$ cat src/rtl/flash_host_pkg.sv
// constants, register map and command sequences for the parallel flash host controller
package flash_host_pkg;
  localparam int CLK_PERIOD_NS = 10;
  localparam int FLASH_ADDR_W = 21;
  localparam int FLASH_DATA_W = 8;
  localparam int FLASH_BYTES = 2097152;
  localparam int SECTOR_COUNT = 32;
  localparam int SECTOR_BYTES = 65536;

  // pin timing in ns, converted to clock cycles (least times round up)
  localparam int T_WP_NS = 45;
  localparam int T_WPH_NS = 30;
  localparam int T_ACC_NS = 120;
  localparam int T_BUSY_NS = 90;
  localparam int T_RP_NS = 500;
  localparam int T_RH_NS = 20000;
  localparam logic [15:0] WP_CYC = 16'((T_WP_NS + CLK_PERIOD_NS - 1) / CLK_PERIOD_NS);
  localparam logic [15:0] WPH_CYC = 16'((T_WPH_NS + CLK_PERIOD_NS - 1) / CLK_PERIOD_NS);
  localparam logic [15:0] ACC_CYC = 16'((T_ACC_NS + CLK_PERIOD_NS - 1) / CLK_PERIOD_NS);
  localparam logic [15:0] BUSY_CYC = 16'((T_BUSY_NS + CLK_PERIOD_NS - 1) / CLK_PERIOD_NS);
  localparam logic [15:0] RP_CYC = 16'((T_RP_NS + CLK_PERIOD_NS - 1) / CLK_PERIOD_NS);
  localparam logic [15:0] RH_CYC = 16'((T_RH_NS + CLK_PERIOD_NS - 1) / CLK_PERIOD_NS);
  localparam logic [15:0] SYNC_CYC = 16'h0002;

  // register byte offsets
  localparam logic [7:0] REG_CTRL = 8'h00;
  localparam logic [7:0] REG_ADDR = 8'h04;
  localparam logic [7:0] REG_WDATA = 8'h08;
  localparam logic [7:0] REG_RDATA = 8'h0c;
  localparam logic [7:0] REG_STATUS = 8'h10;
  localparam logic [7:0] REG_IRQ_STAT = 8'h14;
  localparam logic [7:0] REG_IRQ_MASK = 8'h18;
  localparam int CTRL_NOWAIT_BIT = 4;
  localparam int ST_BUSY = 0;
  localparam int ST_SUSP = 1;
  localparam int ST_BYPASS = 2;
  localparam int ST_READY_PIN = 3;
  localparam int IRQ_DONE = 0;
  localparam int IRQ_REJECT = 1;
  localparam int IRQ_W = 2;

  typedef logic [3:0] op_t;
  localparam op_t OP_READ = 4'h0;
  localparam op_t OP_PROGRAM = 4'h1;
  localparam op_t OP_SECTOR_ERASE = 4'h2;
  localparam op_t OP_CHIP_ERASE = 4'h3;
  localparam op_t OP_SUSPEND = 4'h4;
  localparam op_t OP_RESUME = 4'h5;
  localparam op_t OP_SW_RESET = 4'h6;
  localparam op_t OP_BYPASS_ENTER = 4'h7;
  localparam op_t OP_BYPASS_PROG = 4'h8;
  localparam op_t OP_BYPASS_EXIT = 4'h9;
  localparam op_t OP_HW_RESET = 4'ha;
  localparam op_t OP_SECTOR_ADD = 4'hb;
  localparam op_t OP_WAIT_READY = 4'hc;
  localparam op_t OP_LAST = 4'hc;

  // bus command codes and unlock addresses
  localparam logic [FLASH_ADDR_W-1:0] UNLOCK_ADDR1 = 21'h000555;
  localparam logic [FLASH_ADDR_W-1:0] UNLOCK_ADDR2 = 21'h0002aa;
  localparam logic [7:0] CMD_UNLOCK1 = 8'haa;
  localparam logic [7:0] CMD_UNLOCK2 = 8'h55;
  localparam logic [7:0] CMD_PROGRAM = 8'ha0;
  localparam logic [7:0] CMD_ERASE_SETUP = 8'h80;
  localparam logic [7:0] CMD_CHIP_ERASE = 8'h10;
  localparam logic [7:0] CMD_SECTOR_ERASE = 8'h30;
  localparam logic [7:0] CMD_SUSPEND = 8'hb0;
  localparam logic [7:0] CMD_RESUME = 8'h30;
  localparam logic [7:0] CMD_RESET = 8'hf0;
  localparam logic [7:0] CMD_BYPASS = 8'h20;
  localparam logic [7:0] CMD_BYPASS_EXIT1 = 8'h90;
  localparam logic [7:0] CMD_BYPASS_EXIT2 = 8'h00;

  typedef struct packed {
    logic last;
    logic [FLASH_ADDR_W-1:0] addr;
    logic [FLASH_DATA_W-1:0] data;
  } step_s;

  // one bus write of a command sequence
  function automatic step_s seq_step(input op_t op, input logic [2:0] idx,
                                     input logic [FLASH_ADDR_W-1:0] a,
                                     input logic [FLASH_DATA_W-1:0] d);
    step_s s;
    s.last = 1'b0;
    s.addr = (idx == 3'd1 || idx == 3'd4) ? UNLOCK_ADDR2 : UNLOCK_ADDR1;
    s.data = (idx == 3'd1 || idx == 3'd4) ? CMD_UNLOCK2 : CMD_UNLOCK1;
    case (op)
      OP_PROGRAM: begin
        if (idx == 3'd2) s.data = CMD_PROGRAM;
        if (idx == 3'd3) s = '{1'b1, a, d};
      end
      OP_SECTOR_ERASE, OP_CHIP_ERASE: begin
        if (idx == 3'd2) s.data = CMD_ERASE_SETUP;
        if (idx == 3'd5) begin
          s.last = 1'b1;
          s.addr = (op == OP_CHIP_ERASE) ? UNLOCK_ADDR1 : a;
          s.data = (op == OP_CHIP_ERASE) ? CMD_CHIP_ERASE : CMD_SECTOR_ERASE;
        end
      end
      OP_BYPASS_ENTER: begin
        if (idx == 3'd2) s = '{1'b1, UNLOCK_ADDR1, CMD_BYPASS};
      end
      OP_BYPASS_PROG: s = (idx == 3'd0) ? step_s'{1'b0, a, CMD_PROGRAM} : step_s'{1'b1, a, d};
      OP_BYPASS_EXIT: s = (idx == 3'd0) ? step_s'{1'b0, a, CMD_BYPASS_EXIT1}
        : step_s'{1'b1, a, CMD_BYPASS_EXIT2};
      OP_SUSPEND: s = '{1'b1, a, CMD_SUSPEND};
      OP_RESUME: s = '{1'b1, a, CMD_RESUME};
      OP_SECTOR_ADD: s = '{1'b1, a, CMD_SECTOR_ERASE};
      default: s = '{1'b1, a, CMD_RESET};
    endcase
    return s;
  endfunction
endpackage

$ cat src/rtl/bus_cycle_if.sv
// request and answer of one flash pin cycle
`timescale 1ns/100ps
interface bus_cycle_if;
  import flash_host_pkg::*;
  logic start;
  logic write;
  logic [FLASH_ADDR_W-1:0] addr;
  logic [FLASH_DATA_W-1:0] wdata;
  logic done;
  logic [FLASH_DATA_W-1:0] rdata;
  modport issuer (output start, output write, output addr, output wdata,
                  input done, input rdata);
  modport cycle (input start, input write, input addr, input wdata,
                 output done, output rdata);
endinterface

$ cat src/rtl/flash_host_ctrl.sv
// host controller for a byte-wide parallel nor flash, commanded over axi4-lite
//
// The AXI4-Lite slave port and the register offsets were left to the implementer.
`timescale 1ns/100ps
module flash_host_ctrl
  import flash_host_pkg::*;
(
  input wire logic clock,
  input wire logic rst_b,
  input wire logic [7:0] awaddr,
  input wire logic awvalid,
  output logic awready,
  input wire logic [31:0] wdata,
  input wire logic [3:0] wstrb,
  input wire logic wvalid,
  output logic wready,
  output logic [1:0] bresp,
  output logic bvalid,
  input wire logic bready,
  input wire logic [7:0] araddr,
  input wire logic arvalid,
  output logic arready,
  output logic [31:0] rdata,
  output logic [1:0] rresp,
  output logic rvalid,
  input wire logic rready,
  output logic [FLASH_ADDR_W-1:0] flash_addr,
  output logic chip_sel_n,
  output logic write_en_n,
  output logic out_en_n,
  output logic [FLASH_DATA_W-1:0] data_lines_out,
  output logic data_lines_oe,
  input wire logic [FLASH_DATA_W-1:0] data_lines_in,
  output logic flash_reset_n,
  input wire logic ready_busy_out_n,
  output logic irq
);
  localparam logic [1:0] RESP_OKAY = 2'h0;
  localparam logic [1:0] RESP_SLVERR = 2'h2;

  typedef enum logic [2:0] {S_IDLE, S_CYCLE, S_BUSY_WIN, S_WAIT_RDY, S_RST_PULSE,
                            S_RST_RECOV} state_e;

  bus_cycle_if cyc();

  flash_bus_cycle u_cycle (
    .clock(clock),
    .rst_b(rst_b),
    .cyc(cyc.cycle),
    .flash_addr(flash_addr),
    .chip_sel_n(chip_sel_n),
    .write_en_n(write_en_n),
    .out_en_n(out_en_n),
    .data_lines_out(data_lines_out),
    .data_lines_oe(data_lines_oe),
    .data_lines_in(data_lines_in)
  );

  // ready/busy pin synchroniser; high means ready
  logic rb_meta, rb_ready;

  // register group
  logic aw_held, next_aw_held, w_held, next_w_held, next_bvalid, next_rvalid;
  logic [7:0] aw_addr, next_aw_addr;
  logic [31:0] w_data, next_w_data, next_rdata, wmask;
  logic [3:0] w_strb, next_w_strb;
  logic [1:0] next_bresp, next_rresp;
  logic [FLASH_ADDR_W-1:0] addr_reg, next_addr_reg;
  logic [FLASH_DATA_W-1:0] wdata_reg, next_wdata_reg;
  logic [IRQ_W-1:0] irq_stat, next_irq_stat, irq_mask, next_irq_mask;
  logic wr_fire, start_req;

  // control group
  state_e state, next_state;
  logic [2:0] step, next_step;
  logic [15:0] cnt, next_cnt;
  logic launched, next_launched, nowait, next_nowait, susp, next_susp;
  logic bypass, next_bypass, rst_pin, next_rst_pin, ev_done, ev_reject;
  op_t op, next_op;
  logic [FLASH_DATA_W-1:0] rd_byte, next_rd_byte;
  step_s cur;

  assign flash_reset_n = rst_pin;
  assign irq = |(irq_stat & irq_mask);
  assign awready = !aw_held;
  assign wready = !w_held;
  assign arready = !rvalid;
  assign wr_fire = aw_held && w_held && !bvalid;
  assign start_req = wr_fire && aw_addr == REG_CTRL && w_strb[0];
  assign wmask = {{8{w_strb[3]}}, {8{w_strb[2]}}, {8{w_strb[1]}}, {8{w_strb[0]}}};
  assign cur = seq_step(op, step, addr_reg, wdata_reg);
  assign cyc.start = (state == S_CYCLE) && !launched;
  assign cyc.write = (op != OP_READ);
  assign cyc.addr = (op == OP_READ) ? addr_reg : cur.addr;
  assign cyc.wdata = cur.data;

  always_comb begin
    next_aw_held = aw_held || awvalid;
    next_aw_addr = (!aw_held && awvalid) ? awaddr : aw_addr;
    next_w_held = w_held || wvalid;
    next_w_data = (!w_held && wvalid) ? wdata : w_data;
    next_w_strb = (!w_held && wvalid) ? wstrb : w_strb;
    next_bvalid = bvalid && !bready;
    next_bresp = bresp;
    next_rvalid = rvalid && !rready;
    next_rdata = rdata;
    next_rresp = rresp;
    next_addr_reg = addr_reg;
    next_wdata_reg = wdata_reg;
    next_irq_mask = irq_mask;
    next_irq_stat = irq_stat;
    if (wr_fire) begin
      next_aw_held = 1'b0;
      next_w_held = 1'b0;
      next_bvalid = 1'b1;
      next_bresp = RESP_OKAY;
      case (aw_addr)
        REG_CTRL, REG_RDATA, REG_STATUS: ;
        REG_ADDR: next_addr_reg = FLASH_ADDR_W'(({11'h000, addr_reg} & ~wmask) | (w_data & wmask));
        REG_WDATA: if (w_strb[0]) next_wdata_reg = w_data[FLASH_DATA_W-1:0];
        REG_IRQ_STAT: if (w_strb[0]) next_irq_stat = irq_stat & ~w_data[IRQ_W-1:0];
        REG_IRQ_MASK: if (w_strb[0]) next_irq_mask = w_data[IRQ_W-1:0];
        default: next_bresp = RESP_SLVERR;
      endcase
    end
    // events win over a simultaneous clear
    next_irq_stat[IRQ_DONE] = next_irq_stat[IRQ_DONE] | ev_done;
    next_irq_stat[IRQ_REJECT] = next_irq_stat[IRQ_REJECT] | ev_reject;
    if (arvalid && !rvalid) begin
      next_rvalid = 1'b1;
      next_rresp = RESP_OKAY;
      case (araddr)
        REG_CTRL: next_rdata = 32'({nowait, op});
        REG_ADDR: next_rdata = 32'(addr_reg);
        REG_WDATA: next_rdata = 32'(wdata_reg);
        REG_RDATA: next_rdata = 32'(rd_byte);
        REG_STATUS: next_rdata = 32'({rb_ready, bypass, susp, state != S_IDLE});
        REG_IRQ_STAT: next_rdata = 32'(irq_stat);
        REG_IRQ_MASK: next_rdata = 32'(irq_mask);
        default: begin
          next_rdata = '0;
          next_rresp = RESP_SLVERR;
        end
      endcase
    end
  end

  always_comb begin
    next_state = state;
    next_step = step;
    next_cnt = cnt;
    next_launched = launched;
    next_nowait = nowait;
    next_susp = susp;
    next_bypass = bypass;
    next_rst_pin = 1'b1;
    next_op = op;
    next_rd_byte = rd_byte;
    ev_done = 1'b0;
    ev_reject = 1'b0;
    // orders arriving while busy are refused
    if (start_req && state != S_IDLE) ev_reject = 1'b1;
    case (state)
      S_IDLE: if (start_req) begin
        next_op = w_data[3:0];
        next_nowait = w_data[CTRL_NOWAIT_BIT];
        next_step = '0;
        next_launched = 1'b0;
        next_cnt = '0;
        if (w_data[3:0] > OP_LAST) ev_reject = 1'b1;
        else if (w_data[3:0] == OP_WAIT_READY) next_state = S_WAIT_RDY;
        else if (w_data[3:0] == OP_HW_RESET) next_state = S_RST_PULSE;
        else next_state = S_CYCLE;
      end
      S_CYCLE: begin
        if (cyc.start) next_launched = 1'b1;
        if (cyc.done) begin
          next_launched = 1'b0;
          next_step = step + 3'd1;
          if (op == OP_READ) begin
            // erased bytes come back as all ones
            next_rd_byte = cyc.rdata;
            next_state = S_IDLE;
            ev_done = 1'b1;
          end else if (cur.last) begin
            next_cnt = '0;
            // device runs its own algorithm; watch for busy
            if ((op == OP_PROGRAM || op == OP_BYPASS_PROG || op == OP_SECTOR_ERASE ||
                 op == OP_CHIP_ERASE) && !nowait) next_state = S_BUSY_WIN;
            // suspend completes when the device reports ready
            else if (op == OP_SUSPEND) next_state = S_WAIT_RDY;
            else begin
              next_state = S_IDLE;
              ev_done = 1'b1;
            end
            if (op == OP_BYPASS_ENTER) next_bypass = 1'b1;
            if (op == OP_BYPASS_EXIT || op == OP_SW_RESET) next_bypass = 1'b0;
            if (op == OP_RESUME || op == OP_SECTOR_ERASE || op == OP_CHIP_ERASE) next_susp = 1'b0;
          end
        end
      end
      S_BUSY_WIN: begin
        next_cnt = cnt + 16'h0001;
        if (!rb_ready) next_state = S_WAIT_RDY;
        // protected target: device never went busy
        else if (cnt == BUSY_CYC + SYNC_CYC) begin
          next_state = S_IDLE;
          ev_reject = 1'b1;
        end
      end
      S_WAIT_RDY: if (rb_ready) begin
        // ready again for reads and commands
        next_state = S_IDLE;
        ev_done = 1'b1;
        if (op == OP_SUSPEND) next_susp = 1'b1;
      end
      S_RST_PULSE: begin
        next_rst_pin = 1'b0;
        next_cnt = cnt + 16'h0001;
        if (cnt == RP_CYC - 16'h0001) begin
          next_rst_pin = 1'b1;
          next_cnt = '0;
          next_state = S_RST_RECOV;
        end
      end
      S_RST_RECOV: begin
        next_cnt = cnt + 16'h0001;
        if (cnt == RH_CYC - 16'h0001) begin
          next_state = S_IDLE;
          next_susp = 1'b0;
          next_bypass = 1'b0;
          ev_done = 1'b1;
        end
      end
      default: next_state = S_IDLE;
    endcase
  end

  always_ff @(posedge clock or negedge rst_b) begin
    if (!rst_b) begin
      rb_meta <= 1'b1;
      rb_ready <= 1'b1;
      aw_held <= 1'b0;
      aw_addr <= '0;
      w_held <= 1'b0;
      w_data <= '0;
      w_strb <= '0;
      bvalid <= 1'b0;
      bresp <= RESP_OKAY;
      rvalid <= 1'b0;
      rdata <= '0;
      rresp <= RESP_OKAY;
      addr_reg <= '0;
      wdata_reg <= '0;
      irq_stat <= '0;
      irq_mask <= '0;
    end else begin
      rb_meta <= ready_busy_out_n;
      rb_ready <= rb_meta;
      aw_held <= next_aw_held;
      aw_addr <= next_aw_addr;
      w_held <= next_w_held;
      w_data <= next_w_data;
      w_strb <= next_w_strb;
      bvalid <= next_bvalid;
      bresp <= next_bresp;
      rvalid <= next_rvalid;
      rdata <= next_rdata;
      rresp <= next_rresp;
      addr_reg <= next_addr_reg;
      wdata_reg <= next_wdata_reg;
      irq_stat <= next_irq_stat;
      irq_mask <= next_irq_mask;
    end
  end

  // start-up begins with a reset pulse so the device boots in read mode
  always_ff @(posedge clock or negedge rst_b) begin
    if (!rst_b) begin
      state <= S_RST_PULSE;
      step <= '0;
      cnt <= '0;
      launched <= 1'b0;
      nowait <= 1'b0;
      susp <= 1'b0;
      bypass <= 1'b0;
      rst_pin <= 1'b0;
      op <= OP_HW_RESET;
      rd_byte <= '0;
    end else begin
      state <= next_state;
      step <= next_step;
      cnt <= next_cnt;
      launched <= next_launched;
      nowait <= next_nowait;
      susp <= next_susp;
      bypass <= next_bypass;
      rst_pin <= next_rst_pin;
      op <= next_op;
      rd_byte <= next_rd_byte;
    end
  end
endmodule // flash_host_ctrl

$ cat src/rtl/flash_bus_cycle.sv
// one asynchronous read or write cycle on the flash pins
`timescale 1ns/100ps
module flash_bus_cycle
  import flash_host_pkg::*;
(
  input wire logic clock,
  input wire logic rst_b,
  bus_cycle_if.cycle cyc,
  output logic [FLASH_ADDR_W-1:0] flash_addr,
  output logic chip_sel_n,
  output logic write_en_n,
  output logic out_en_n,
  output logic [FLASH_DATA_W-1:0] data_lines_out,
  output logic data_lines_oe,
  input wire logic [FLASH_DATA_W-1:0] data_lines_in
);
  typedef enum logic [1:0] {C_IDLE, C_SETUP, C_PULSE, C_RECOV} cyc_state_e;
  cyc_state_e state, next_state;
  logic [15:0] cnt, next_cnt;
  logic is_write, next_is_write;
  logic next_ce_n, next_we_n, next_oe_n, next_doe, done, next_done;
  logic [FLASH_ADDR_W-1:0] next_addr;
  logic [FLASH_DATA_W-1:0] next_dout, rdata, next_rdata, din_meta, din_sync;

  assign cyc.done = done;
  assign cyc.rdata = rdata;

  always_comb begin
    next_state = state;
    next_cnt = cnt;
    next_is_write = is_write;
    next_ce_n = chip_sel_n;
    next_we_n = write_en_n;
    next_oe_n = out_en_n;
    next_doe = data_lines_oe;
    next_addr = flash_addr;
    next_dout = data_lines_out;
    next_rdata = rdata;
    next_done = 1'b0;
    case (state)
      C_IDLE: if (cyc.start) begin
        next_state = C_SETUP;
        next_is_write = cyc.write;
        next_addr = cyc.addr;
        next_dout = cyc.wdata;
        next_ce_n = 1'b0;
        next_doe = cyc.write;
        next_cnt = '0;
      end
      C_SETUP: begin
        next_state = C_PULSE;
        // write strobe latches address and data
        if (is_write) next_we_n = 1'b0;
        else next_oe_n = 1'b0;
      end
      C_PULSE: begin
        next_cnt = cnt + 16'h0001;
        if (cnt == (is_write ? WP_CYC : ACC_CYC + SYNC_CYC) - 16'h0001) begin
          next_state = C_RECOV;
          next_cnt = '0;
          next_we_n = 1'b1;
          next_oe_n = 1'b1;
          next_ce_n = 1'b1;
          if (!is_write) next_rdata = din_sync;
        end
      end
      C_RECOV: begin
        next_cnt = cnt + 16'h0001;
        if (cnt == WPH_CYC - 16'h0001) begin
          next_state = C_IDLE;
          next_doe = 1'b0;
          next_done = 1'b1;
        end
      end
      default: next_state = C_IDLE;
    endcase
  end

  always_ff @(posedge clock or negedge rst_b) begin
    if (!rst_b) begin
      state <= C_IDLE;
      cnt <= '0;
      is_write <= 1'b0;
      chip_sel_n <= 1'b1;
      write_en_n <= 1'b1;
      out_en_n <= 1'b1;
      data_lines_oe <= 1'b0;
      flash_addr <= '0;
      data_lines_out <= '0;
      rdata <= '0;
      done <= 1'b0;
      din_meta <= '0;
      din_sync <= '0;
    end else begin
      state <= next_state;
      cnt <= next_cnt;
      is_write <= next_is_write;
      chip_sel_n <= next_ce_n;
      write_en_n <= next_we_n;
      out_en_n <= next_oe_n;
      data_lines_oe <= next_doe;
      flash_addr <= next_addr;
      data_lines_out <= next_dout;
      rdata <= next_rdata;
      done <= next_done;
      din_meta <= data_lines_in;
      din_sync <= din_meta;
    end
  end
endmodule // flash_bus_cycle

$ cat config.mk
export PLATFORM = sky130hd
export DESIGN_NAME = flash_host_ctrl
export DESIGN_NICKNAME = d
export VERILOG_FILES = /design/src/rtl/flash_host_pkg.sv /design/src/rtl/bus_cycle_if.sv /design/src/rtl/flash_host_ctrl.sv /design/src/rtl/flash_bus_cycle.sv
export SDC_FILE = /design/constraint.sdc
export NUM_CORES = 1
export LEC_CHECK = 0
export BUFFER_PORTS_ARGS = -buffer_cell sky130_fd_sc_hd__buf_2
export CAP_MARGIN = 40
export CORE_ASPECT_RATIO = 1.2
export CORE_MARGIN = 10
export CORE_UTILIZATION = 45
export CTS_BUF_LIST = sky130_fd_sc_hd__clkbuf_16
export DETAILED_ROUTE_END_ITERATION = 10
export PLACE_DENSITY = 0.65
export SKIP_LAST_GASP = 1
export SLEW_MARGIN = 20
export SYNTH_ARGS = -nofsm -noshare
export SYNTH_HDL_FRONTEND = slang
export SYNTH_SLANG_ARGS = --single-unit
export TNS_END_PERCENT = 50
$ cat constraint.sdc
create_clock -name clock -period 3.5 [get_ports clock]
set_input_delay 0.175 -clock clock [delete_from_list [all_inputs] [get_ports clock]]
set_output_delay 0.175 -clock clock [all_outputs]
set_load 0.05 [all_outputs]
## Yosys cells after proc, flatten, opt, wreduce, memory -nomap -nowiden

Cells that the tools add are included.

- Add/sub/neg operators: 4
- Magnitude comparators: 1
- Eq/ne operators: 61
- Multiplexer cells: 101
- Bitwise gates (word level): 10
- Reductions and logical operators: 70

Operators by type and width:

| operator | number |
|---|---|
| $pmux 30 s7 | 1 |
| $mux 30 | 5 |
| $pmux 21 s7 | 1 |
| $mux 16 | 7 |
| $pmux 16 s4 | 1 |
| $eq 8x5->1 const B | 6 |
| $pmux 16 s3 | 1 |
| $and 21x21->21 | 2 |
| $mux 21 | 2 |
| $mux 3 | 14 |
| $mux 1 | 41 |
| $reduce_and 3->1 | 11 |
| $add 16x1->16 const B | 2 |
| $eq 8x4->1 const B | 4 |
| $mux 8 | 3 |
| $not 21->21 | 1 |
| $or 21x21->21 | 1 |
| $eq 4x4->1 const B | 5 |
| $mux 2 | 10 |
| $ne 2x2->1 const B | 10 |
| $pmux 3 s6 | 1 |
| $eq 16x11->1 const B | 1 |
| $eq 16x16->1 | 1 |
| $eq 16x2->1 const B | 1 |
| 45 further kinds | 115 |

- Register bits: 223
- Bits of input ports: 68
- Output and inout port bits: 76
- Logic and storage cells: 286

## Logic depth before layout (Yosys ltp)

Gate-level depths: netlist of the first run.

- Word-level depth: 11
- Gate-level depth with buffers: 10
- Gate-level depth less buffers: 8

## Cells and area by module

From an unflattened synthesis of the first run, not the netlist that was laid out.

- Cells, all modules: 914
- Area total of the unflattened synthesis: 10019.6 µm²

By module, submodules not included:

| module | times used | cells each | area an instance (µm²) | seq. area each (µm²) |
|---|---|---|---|---|
| flash_host_ctrl | 1 | 682 | 6946.7 | 3334.4 |
| flash_bus_cycle | 1 | 232 | 3072.9 | 1930.6 |

## Worst setup path after synthesis of the first run

OpenSTA, ideal clock, no wires.

- Path kind: register to register
- Start point: register step[0]
- End point: register cnt[10]
- Library setup time: 0.080 ns
- Data arrival time: 2.143 ns
- Data required time: 3.420 ns
- Path slack: 1.277 ns
- Stages on the path, launching flop included: 11
- Path buffers: 2
- Clock period less this slack: 2.223 ns
- Cells stage by stage: dfrtp_1 ha_1 ha_1 clkbuf_1 nand3b_1 o21ai_0 a22o_1 o31ai_1 o31ai_2 buf_6 o211ai_2

- Longest elaborated chain between the ends: 5
- Elaborated cells between the ends (all ways): 12
- Classes of those cells: 4 x eq/ne; 6 x mux; 2 x reduce/logical

Ends and longest elaborated chain:

| what | line | text |
|---|---|---|
| start, declared | flash_host_ctrl.sv:75 | `logic [2:0] step, next_step;` |
| start signal, assigned | flash_host_ctrl.sv:292 | `step <= next_step;` |
| $eq 3x2->1, or another cell as far along | flash_host_pkg.sv:102 | `if (idx == 3'd2) s = '{1'b1, UNLOCK_ADDR1, CMD_BYPASS};` |
| $mux 30, on equally long branches | -- |  |
| $pmux 30 s7 * | flash_host_pkg.sv:88 | `case (op)` |
| $ne 2x2->1 (no line) * | -- |  |
| $reduce_and 5->1 (no line) * | -- |  |
| end signal, assigned | flash_host_ctrl.sv:293 | `cnt <= next_cnt;` |
| end, declared | flash_host_ctrl.sv:76 | `logic [15:0] cnt, next_cnt;` |

Every way passes the cells marked *; elsewhere a longest branch is shown, timed or not.
A chain may end at the register's enable or synchronous reset.

## Final worst setup path of the first run

- Start point: register step[2]
- End point: register cnt[11]

The elaborated chain is that of the path after synthesis.

==> results of run 1 <==
-- per-layer routing --
metal | routed length (µm) | vias to the layer above | global-route usage (%)
li1 | - | 3586 | -
met1 | 10600 | 3709 | 21.9
met2 | 12600 | 178 | 29.9
met3 | 1140 | 41 | 3.02
met4 | 693 | 0 | 5.60
met5 | 0 | - | 0
-- synth_stat cells, types with 11 or more instances --
cell type / number
o21ai_0: 46
a31oi_1: 13
or3_1: 12
nand3_1: 24
mux2_2: 86
a21oi_1: 27
ha_1: 14
nor2_1: 70
buf_4: 15
o21a_1: 11
nand2_1: 78
dfrtp_1: 202
a22o_1: 27
clkbuf_1: 24
inv_1: 31
nor2b_1: 14
-- power by group through the flow --
stage | clock network, mW | registers (mW) | logic [mW]
global route | 2.34 | 3.41 | 2.53
CTS | 2.24 | 3.34 | 2.34
finish | 2.19 | 3.34 | 2.32
global placement | 0 | 3.36 | 2.25
detailed placement | 0 | 3.38 | 2.29
floorplan | 0 | 3.60 | 1.42
-- stage by stage --
step	cell area [µm²]	power, mW	util [%]	setup WS [ns]
after floorplan	10100	5.02	-	1.28
final	12000	7.85	55.2	0.542
after CTS	12000	7.92	55.2	0.611
after global placement	10900	5.61	49.9	0.642
after global routing	12000	8.29	55.2	0.286
after detailed placement	10900	5.67	50.0	0.624
-- kinds of logic after synthesis --
group / after synthesis
AOI/OAI and AO/OA: 205
other: 1
adders and majority gates: 14
xor gates and xnor gates: 16
muxes: 95
buffers and inverters: 82
and+or+nand+nor: 283
DFF: 210
-- final timing paths --
| kind | slack, ns | depth (start not counted) | to | start |
|---|---|---|---|---|
| max | 0.54 | 9 | cnt[11] | step[2] |
| min | 0.10 | 2 | state[1] | rst_b |
| max reg2reg | 0.54 | 9 | cnt[11] | step[2] |
| min reg2reg | 0.35 | 0 | u_cycle.din_sync[7] | u_cycle.din_meta[7] |
| max in group asynchronous | 2.35 | 4 | asynchronous set/reset pin | rst_b |
| min in group clock | 0.12 | 3 | rvalid | arvalid |
-- cell type report --
cell class / instances / area (µm²)
Clock buffer: 23 / 576
Inverter: 31 / 116
Clock inverter: 14 / 90.1
Sequential cell: 210 / 5270
Timing Repair Buffer: 182 / 1220
Fill cell: 1847 / 9750
Multi-Input combinational cell: 626 / 4420
Tap cell: 274 / 343
-- what timing repair did --
action                                 in CTS  in global routing
endpoints found under the hold margin     183                  0
setup endpoints to repair                   0                  0
hold buffers                               48                  0
==> results.sh, run 1 <==
export IMPL_fin_crit_ns=2.96
export IMPL_holdWs_ns=0.100
export IMPL_holdCritPathClass="in -> async"
export IMPL_grt_max_degree=90
export IMPL_insertion_delay_ns=0.51
export IMPL_core_um2=21800
export IMPL_finalNonFillerCells=1360
export IMPL_synth_compound_area_share_pct=14.7
export IMPL_ys_ff_latch=210
export IMPL_slew_headroom_pct=45.9
export IMPL_yosys_area_share_simple_pct=14.5
export IMPL_placedCellCount=1275
export IMPL_synthesis_instances=906
export IMPL_p_sw_share_pct=36.4
export IMPL_antenna_found_initial=0
export IMPL_cp_end_kind="flip-flop"
export IMPL_timing_fmax_mhz=338
export IMPL_antenna_cells=0
export IMPL_dr_pass1_iters=5
export IMPL_ys_flop_type="dfrtp_1"
export IMPL_io_pins=144
export IMPL_start_util_pct=46.0
export IMPL_wl_per_cell_um=18.4
export IMPL_cp_max_fo=13
export IMPL_report_final_slew_viol_count=0
export IMPL_finalWirelength_um=25000
export IMPL_muxShareOfSynthArea_pct=11.2
export IMPL_crit_type="reg -> reg"
export IMPL_synth_top_area_cell="dfrtp_1"
export IMPL_synth_xor_area_share_pct=1.40
export IMPL_finalSetupTns_ns=0
export IMPL_yosysTopAreaCellShare_pct=50.4
export IMPL_path_clk_slew_ns=0.07
export IMPL_nNetsFinal=1155
export IMPL_grt_overflow=0
export IMPL_synth_warnings=0
export IMPL_vias=7514
export IMPL_p_seq_share_pct=42.6
export IMPL_rsz0062_at_grt="false"
export IMPL_async_reset_ff_share_pct=100
export IMPL_cts_sinks=210
export IMPL_setup_viol=0
export IMPL_root_buffer="clkbuf_16"
export IMPL_die_h_um=184
export IMPL_ant_nets=0
export IMPL_cap_violations=0
export IMPL_clock_path_buffers=3
export IMPL_ctsResizeCount=0
export IMPL_grt_pass1_vias=7759
export IMPL_p_leak_nw=5.54
export IMPL_crit_arrival_ns=3.32
export IMPL_synth_edff_count=0
export IMPL_dp_final_hpwl_um=17800
export IMPL_clock_power_share_pct=27.8
export IMPL_avgSynthCellArea_um2=11.1
export IMPL_crit_buf_inv=2
export IMPL_min_period_over_period_pct=84.5
export IMPL_drc=0
export IMPL_drt_iter0_markers=421
export IMPL_grt_pass1_wl_um=41300
export IMPL_htree_levels=1
export IMPL_power_switching_mw=2.85
export IMPL_syn2layout_area_growth_pct=20.0
export IMPL_worst_slew_pin_slew_ns=0.803
export IMPL_rows=59
export IMPL_drive_above_1_share_pct=26.8
export IMPL_synth_top_family_by_area="compound AO/OA/AOI/OAI gates"
export IMPL_final_common_cell="dfrtp_1"
export IMPL_status="finished, final reports clean"
export IMPL_die_w_um=156
export IMPL_finClkSkew_ns=0.0124
export IMPL_p_comb_share_pct=29.6
export IMPL_postCtsSetupRepairBufs=0
export IMPL_globalplace_congestion=0.871
export IMPL_cts_tree="yes"
export IMPL_synth_seq_area_share_pct=52.5
export IMPL_die_area_um2=28700
export IMPL_crit_chain="inv_1 -> ha_1 -> nand3b_1 -> o21ai_0 -> a22o_1 -> o31ai_1 -> o31ai_2 -> buf_4 -> o221ai_1"
export IMPL_synth_cell_type_count=82
export IMPL_synthTopCellsByArea="dfrtp_1 (50%), mux2_2 (9.7%), nand2_1 (2.9%), nor2_1 (2.6%), a22o_1 (2.4%)"
export IMPL_vdd_ir_drop_max_uv=386
export IMPL_cts_buffers=22
export IMPL_viasPerCell=5.53
export IMPL_synth_adder_area_share_pct=1.75
export IMPL_reg_top3="rdata (21), u_cycle.flash_addr (21), w_data (21)"
export IMPL_cpMaxStageDelayCell="o31ai_2"
export IMPL_syn_cell_area_um2=10000
export IMPL_crit_family="compound AO/OA/AOI/OAI gates"
export IMPL_critPathLaunchType="flip-flop"
export IMPL_hold_violations=0
export IMPL_critical_path_max_stage_delay_ns=0.68
export IMPL_grt_use_total_pct=17.4
export IMPL_p_int_mw=5.00
export IMPL_cp_required_ns=3.86
export IMPL_power_density_nw_per_um2=653
export IMPL_layout_common_cells="dfrtp_1 (202), buf_2 (117), mux2_2 (86)"
export IMPL_io_buffers=118
Note: power is estimated with default switching activity, not from simulation.
==> run 2, diff against run 1 <==
--- a/config.mk
+++ b/config.mk
@@ -12,7 +12,7 @@
 export CORE_UTILIZATION = 45
 export CTS_BUF_LIST = sky130_fd_sc_hd__clkbuf_16
 export DETAILED_ROUTE_END_ITERATION = 10
-export PLACE_DENSITY = 0.65
+export PLACE_DENSITY = 0.68
 export SKIP_LAST_GASP = 1
 export SLEW_MARGIN = 20
 export SYNTH_ARGS = -nofsm -noshare
==> constraint.sdc (replaced) <==
create_clock -name clock -period 2.65 [get_ports clock]
set_input_delay 0.1325 -clock clock [delete_from_list [all_inputs] [get_ports clock]]
set_output_delay 0.1325 -clock clock [all_outputs]
set_load 0.05 [all_outputs]
==> run 2 against run 1 <==
Compared with the run above:
- combinational power up 38%
- count of clock-buffer cells in the layout unchanged
- die area is the same
- first-iteration DRC count grew 9.0%
- sequential cell count did not move
- setup slack got worse by 0.45 ns
- global-route usage is 0.085 points lower
- register-to-register slack got worse by 0.45 ns
- critical endpoint unchanged
==> results.sh, run 2 (synthesized netlist as in run 1, its figures left out) <==
export IMPL_status="finished, final reports clean"
export IMPL_finClkSkew_ns=0.0119
export IMPL_cpMaxStageDelayCell="o31ai_1"
export IMPL_holdCritPathClass="in -> reg"
export IMPL_grt_max_degree=71
export IMPL_critPathLaunchType="flip-flop"
export IMPL_start_util_pct=46.0
export IMPL_slew_headroom_pct=48.1
export IMPL_root_buffer="clkbuf_16"
export IMPL_htree_levels=1
export IMPL_cap_violations=0
export IMPL_drt_iter0_markers=459
export IMPL_rows=59
export IMPL_core_um2=21800
export IMPL_critical_path_max_stage_delay_ns=0.60
export IMPL_placedCellCount=1287
export IMPL_antenna_found_initial=0
export IMPL_cp_max_fo=14
export IMPL_wl_per_cell_um=18.2
export IMPL_grt_overflow=0
export IMPL_fill_cells=1833
export IMPL_vias=7641
export IMPL_crit_arrival_ns=2.97
export IMPL_die_w_um=156
export IMPL_timing_fmax_mhz=391
export IMPL_io_buffers=118
export IMPL_final_common_cell="dfrtp_1"
export IMPL_finalSetupTns_ns=0
export IMPL_min_period_over_period_pct=96.5
export IMPL_total_power_mw=10.7
export IMPL_die_h_um=184
export IMPL_reg2reg_slack_ns=0.09
export IMPL_dr_pass1_iters=5
export IMPL_drc=0
export IMPL_postLayoutCellArea_um2=12200
export IMPL_nNetsFinal=1167
export IMPL_power_density_nw_per_um2=873
export IMPL_placed_cell_area_um2=11000
export IMPL_cts_buffers=22
export IMPL_finalWirelength_um=25000
export IMPL_fin_crit_ns=2.56
export IMPL_cp_required_ns=3.06
export IMPL_grt_pass1_wl_um=41100
export IMPL_viasPerCell=5.56
export IMPL_vdd_ir_drop_max_uv=560
export IMPL_syn2layout_area_growth_pct=21.6
export IMPL_p_leak_nw=5.65
export IMPL_io_pins=144
export IMPL_report_final_slew_viol_count=0
export IMPL_clock_path_buffers=3
export IMPL_crit_chain="inv_1 -> ha_1 -> and2b_1 -> o21ai_0 -> a22o_1 -> o31ai_1 -> o31ai_2 -> buf_12 -> o221ai_1"
export IMPL_cp_end_kind="flip-flop"
export IMPL_finalNonFillerCells=1374
export IMPL_final_util_pct=56.0
export IMPL_die_area_um2=28700
export IMPL_crit_type="reg -> reg"
export IMPL_grt_use_total_pct=17.4
export IMPL_cts_tree="yes"
export IMPL_grt_pass1_vias=7877
export IMPL_worst_slew_pin_slew_ns=0.771
export IMPL_drive_above_1_share_pct=27.6
export IMPL_layout_common_cells="dfrtp_1 (202), buf_2 (117), mux2_2 (86)"
export IMPL_path_clk_slew_ns=0.06
export IMPL_setup_viol=0
export IMPL_reg_top3="rdata (21), u_cycle.flash_addr (21), w_data (21)"
export IMPL_postCtsSetupRepairBufs=0
export IMPL_cts_sinks=210
export IMPL_globalplace_congestion=0.883
export IMPL_insertion_delay_ns=0.51
export IMPL_hold_violations=0
export IMPL_ant_nets=0
export IMPL_dp_final_hpwl_um=17700
export IMPL_rsz0062_at_grt="true"
## run 2: worst max-delay path, delay by kind of cell, from the launching register on
family,cells,cell delay (ns)
AO/OA/AOI/OAI,5,1.29
flip-flops,1,0.42
buffers and inverters,2,0.28
AND/OR/NAND/NOR,1,0.24
adder cells (fa/ha/maj),1,0.23
## run 2: final cells by class
cell class | count | area (µm²) | share of cell area [%]
tap | 274 | 343 | 2.81
clock buffer | 23 | 576 | 4.72
clock inverter | 15 | 144 | 1.18
antenna | 1 | 2.50 | 0.0205
inverter | 31 | 116 | 0.954
multi-input combinational | 626 | 4420 | 36.3
timing repair buffer | 194 | 1330 | 10.9
sequential | 210 | 5270 | 43.2
## run 2: path summary, 6_finish.rpt
kind | to | depth (start not counted) | from
min in group asynchronous | cnt[5] | 2 | rst_b
worst min register to register | u_cycle.din_sync[0] | 0 | u_cycle.din_meta[0]
max in group asynchronous | op[3] | 3 | rst_b
worst min-delay path | rdata[0] | 3 | araddr[2]
worst max-delay path | cnt[11] | 9 | step[0]
worst max register to register | cnt[11] | 9 | step[0]
## run 2: metrics by stage
step | worst slack [ns] | hold WS [ns]
floorplan | 0.427 | -0.163
finish | 0.0927 | 0.141
global route | -0.0480 | 0.162
CTS | 0.152 | 0.133
global placement | 0.297 | 0.155
detailed placement | 0.199 | 0.156
## run 2: metal layers
| layer | track usage, % | up-vias | wire (µm) |
|---|---|---|---|
| li1 | - | 3625 | - |
| met1 | 20.9 | 3800 | 10300 |
| met2 | 30.9 | 179 | 12900 |
| met3 | 3.30 | 37 | 1200 |
| met4 | 4.84 | 0 | 551 |
| met5 | 0 | - | 0 |
## run 2: where the power goes
| group | internal (mW) | leakage (nW) | switching [mW] |
|---|---|---|---|
| combinational | 1.19 | 2.54 | 2.00 |
| sequential | 3.82 | 2.73 | 0.559 |
| clock | 1.85 | 0.367 | 1.23 |
## run 2: what timing repair did
item | CTS | global route
hold endpoints to repair | 104 | 0
setup endpoints to repair | 0 | 3
resized for setup | 0 | 1
hold buffers | 48 | 0
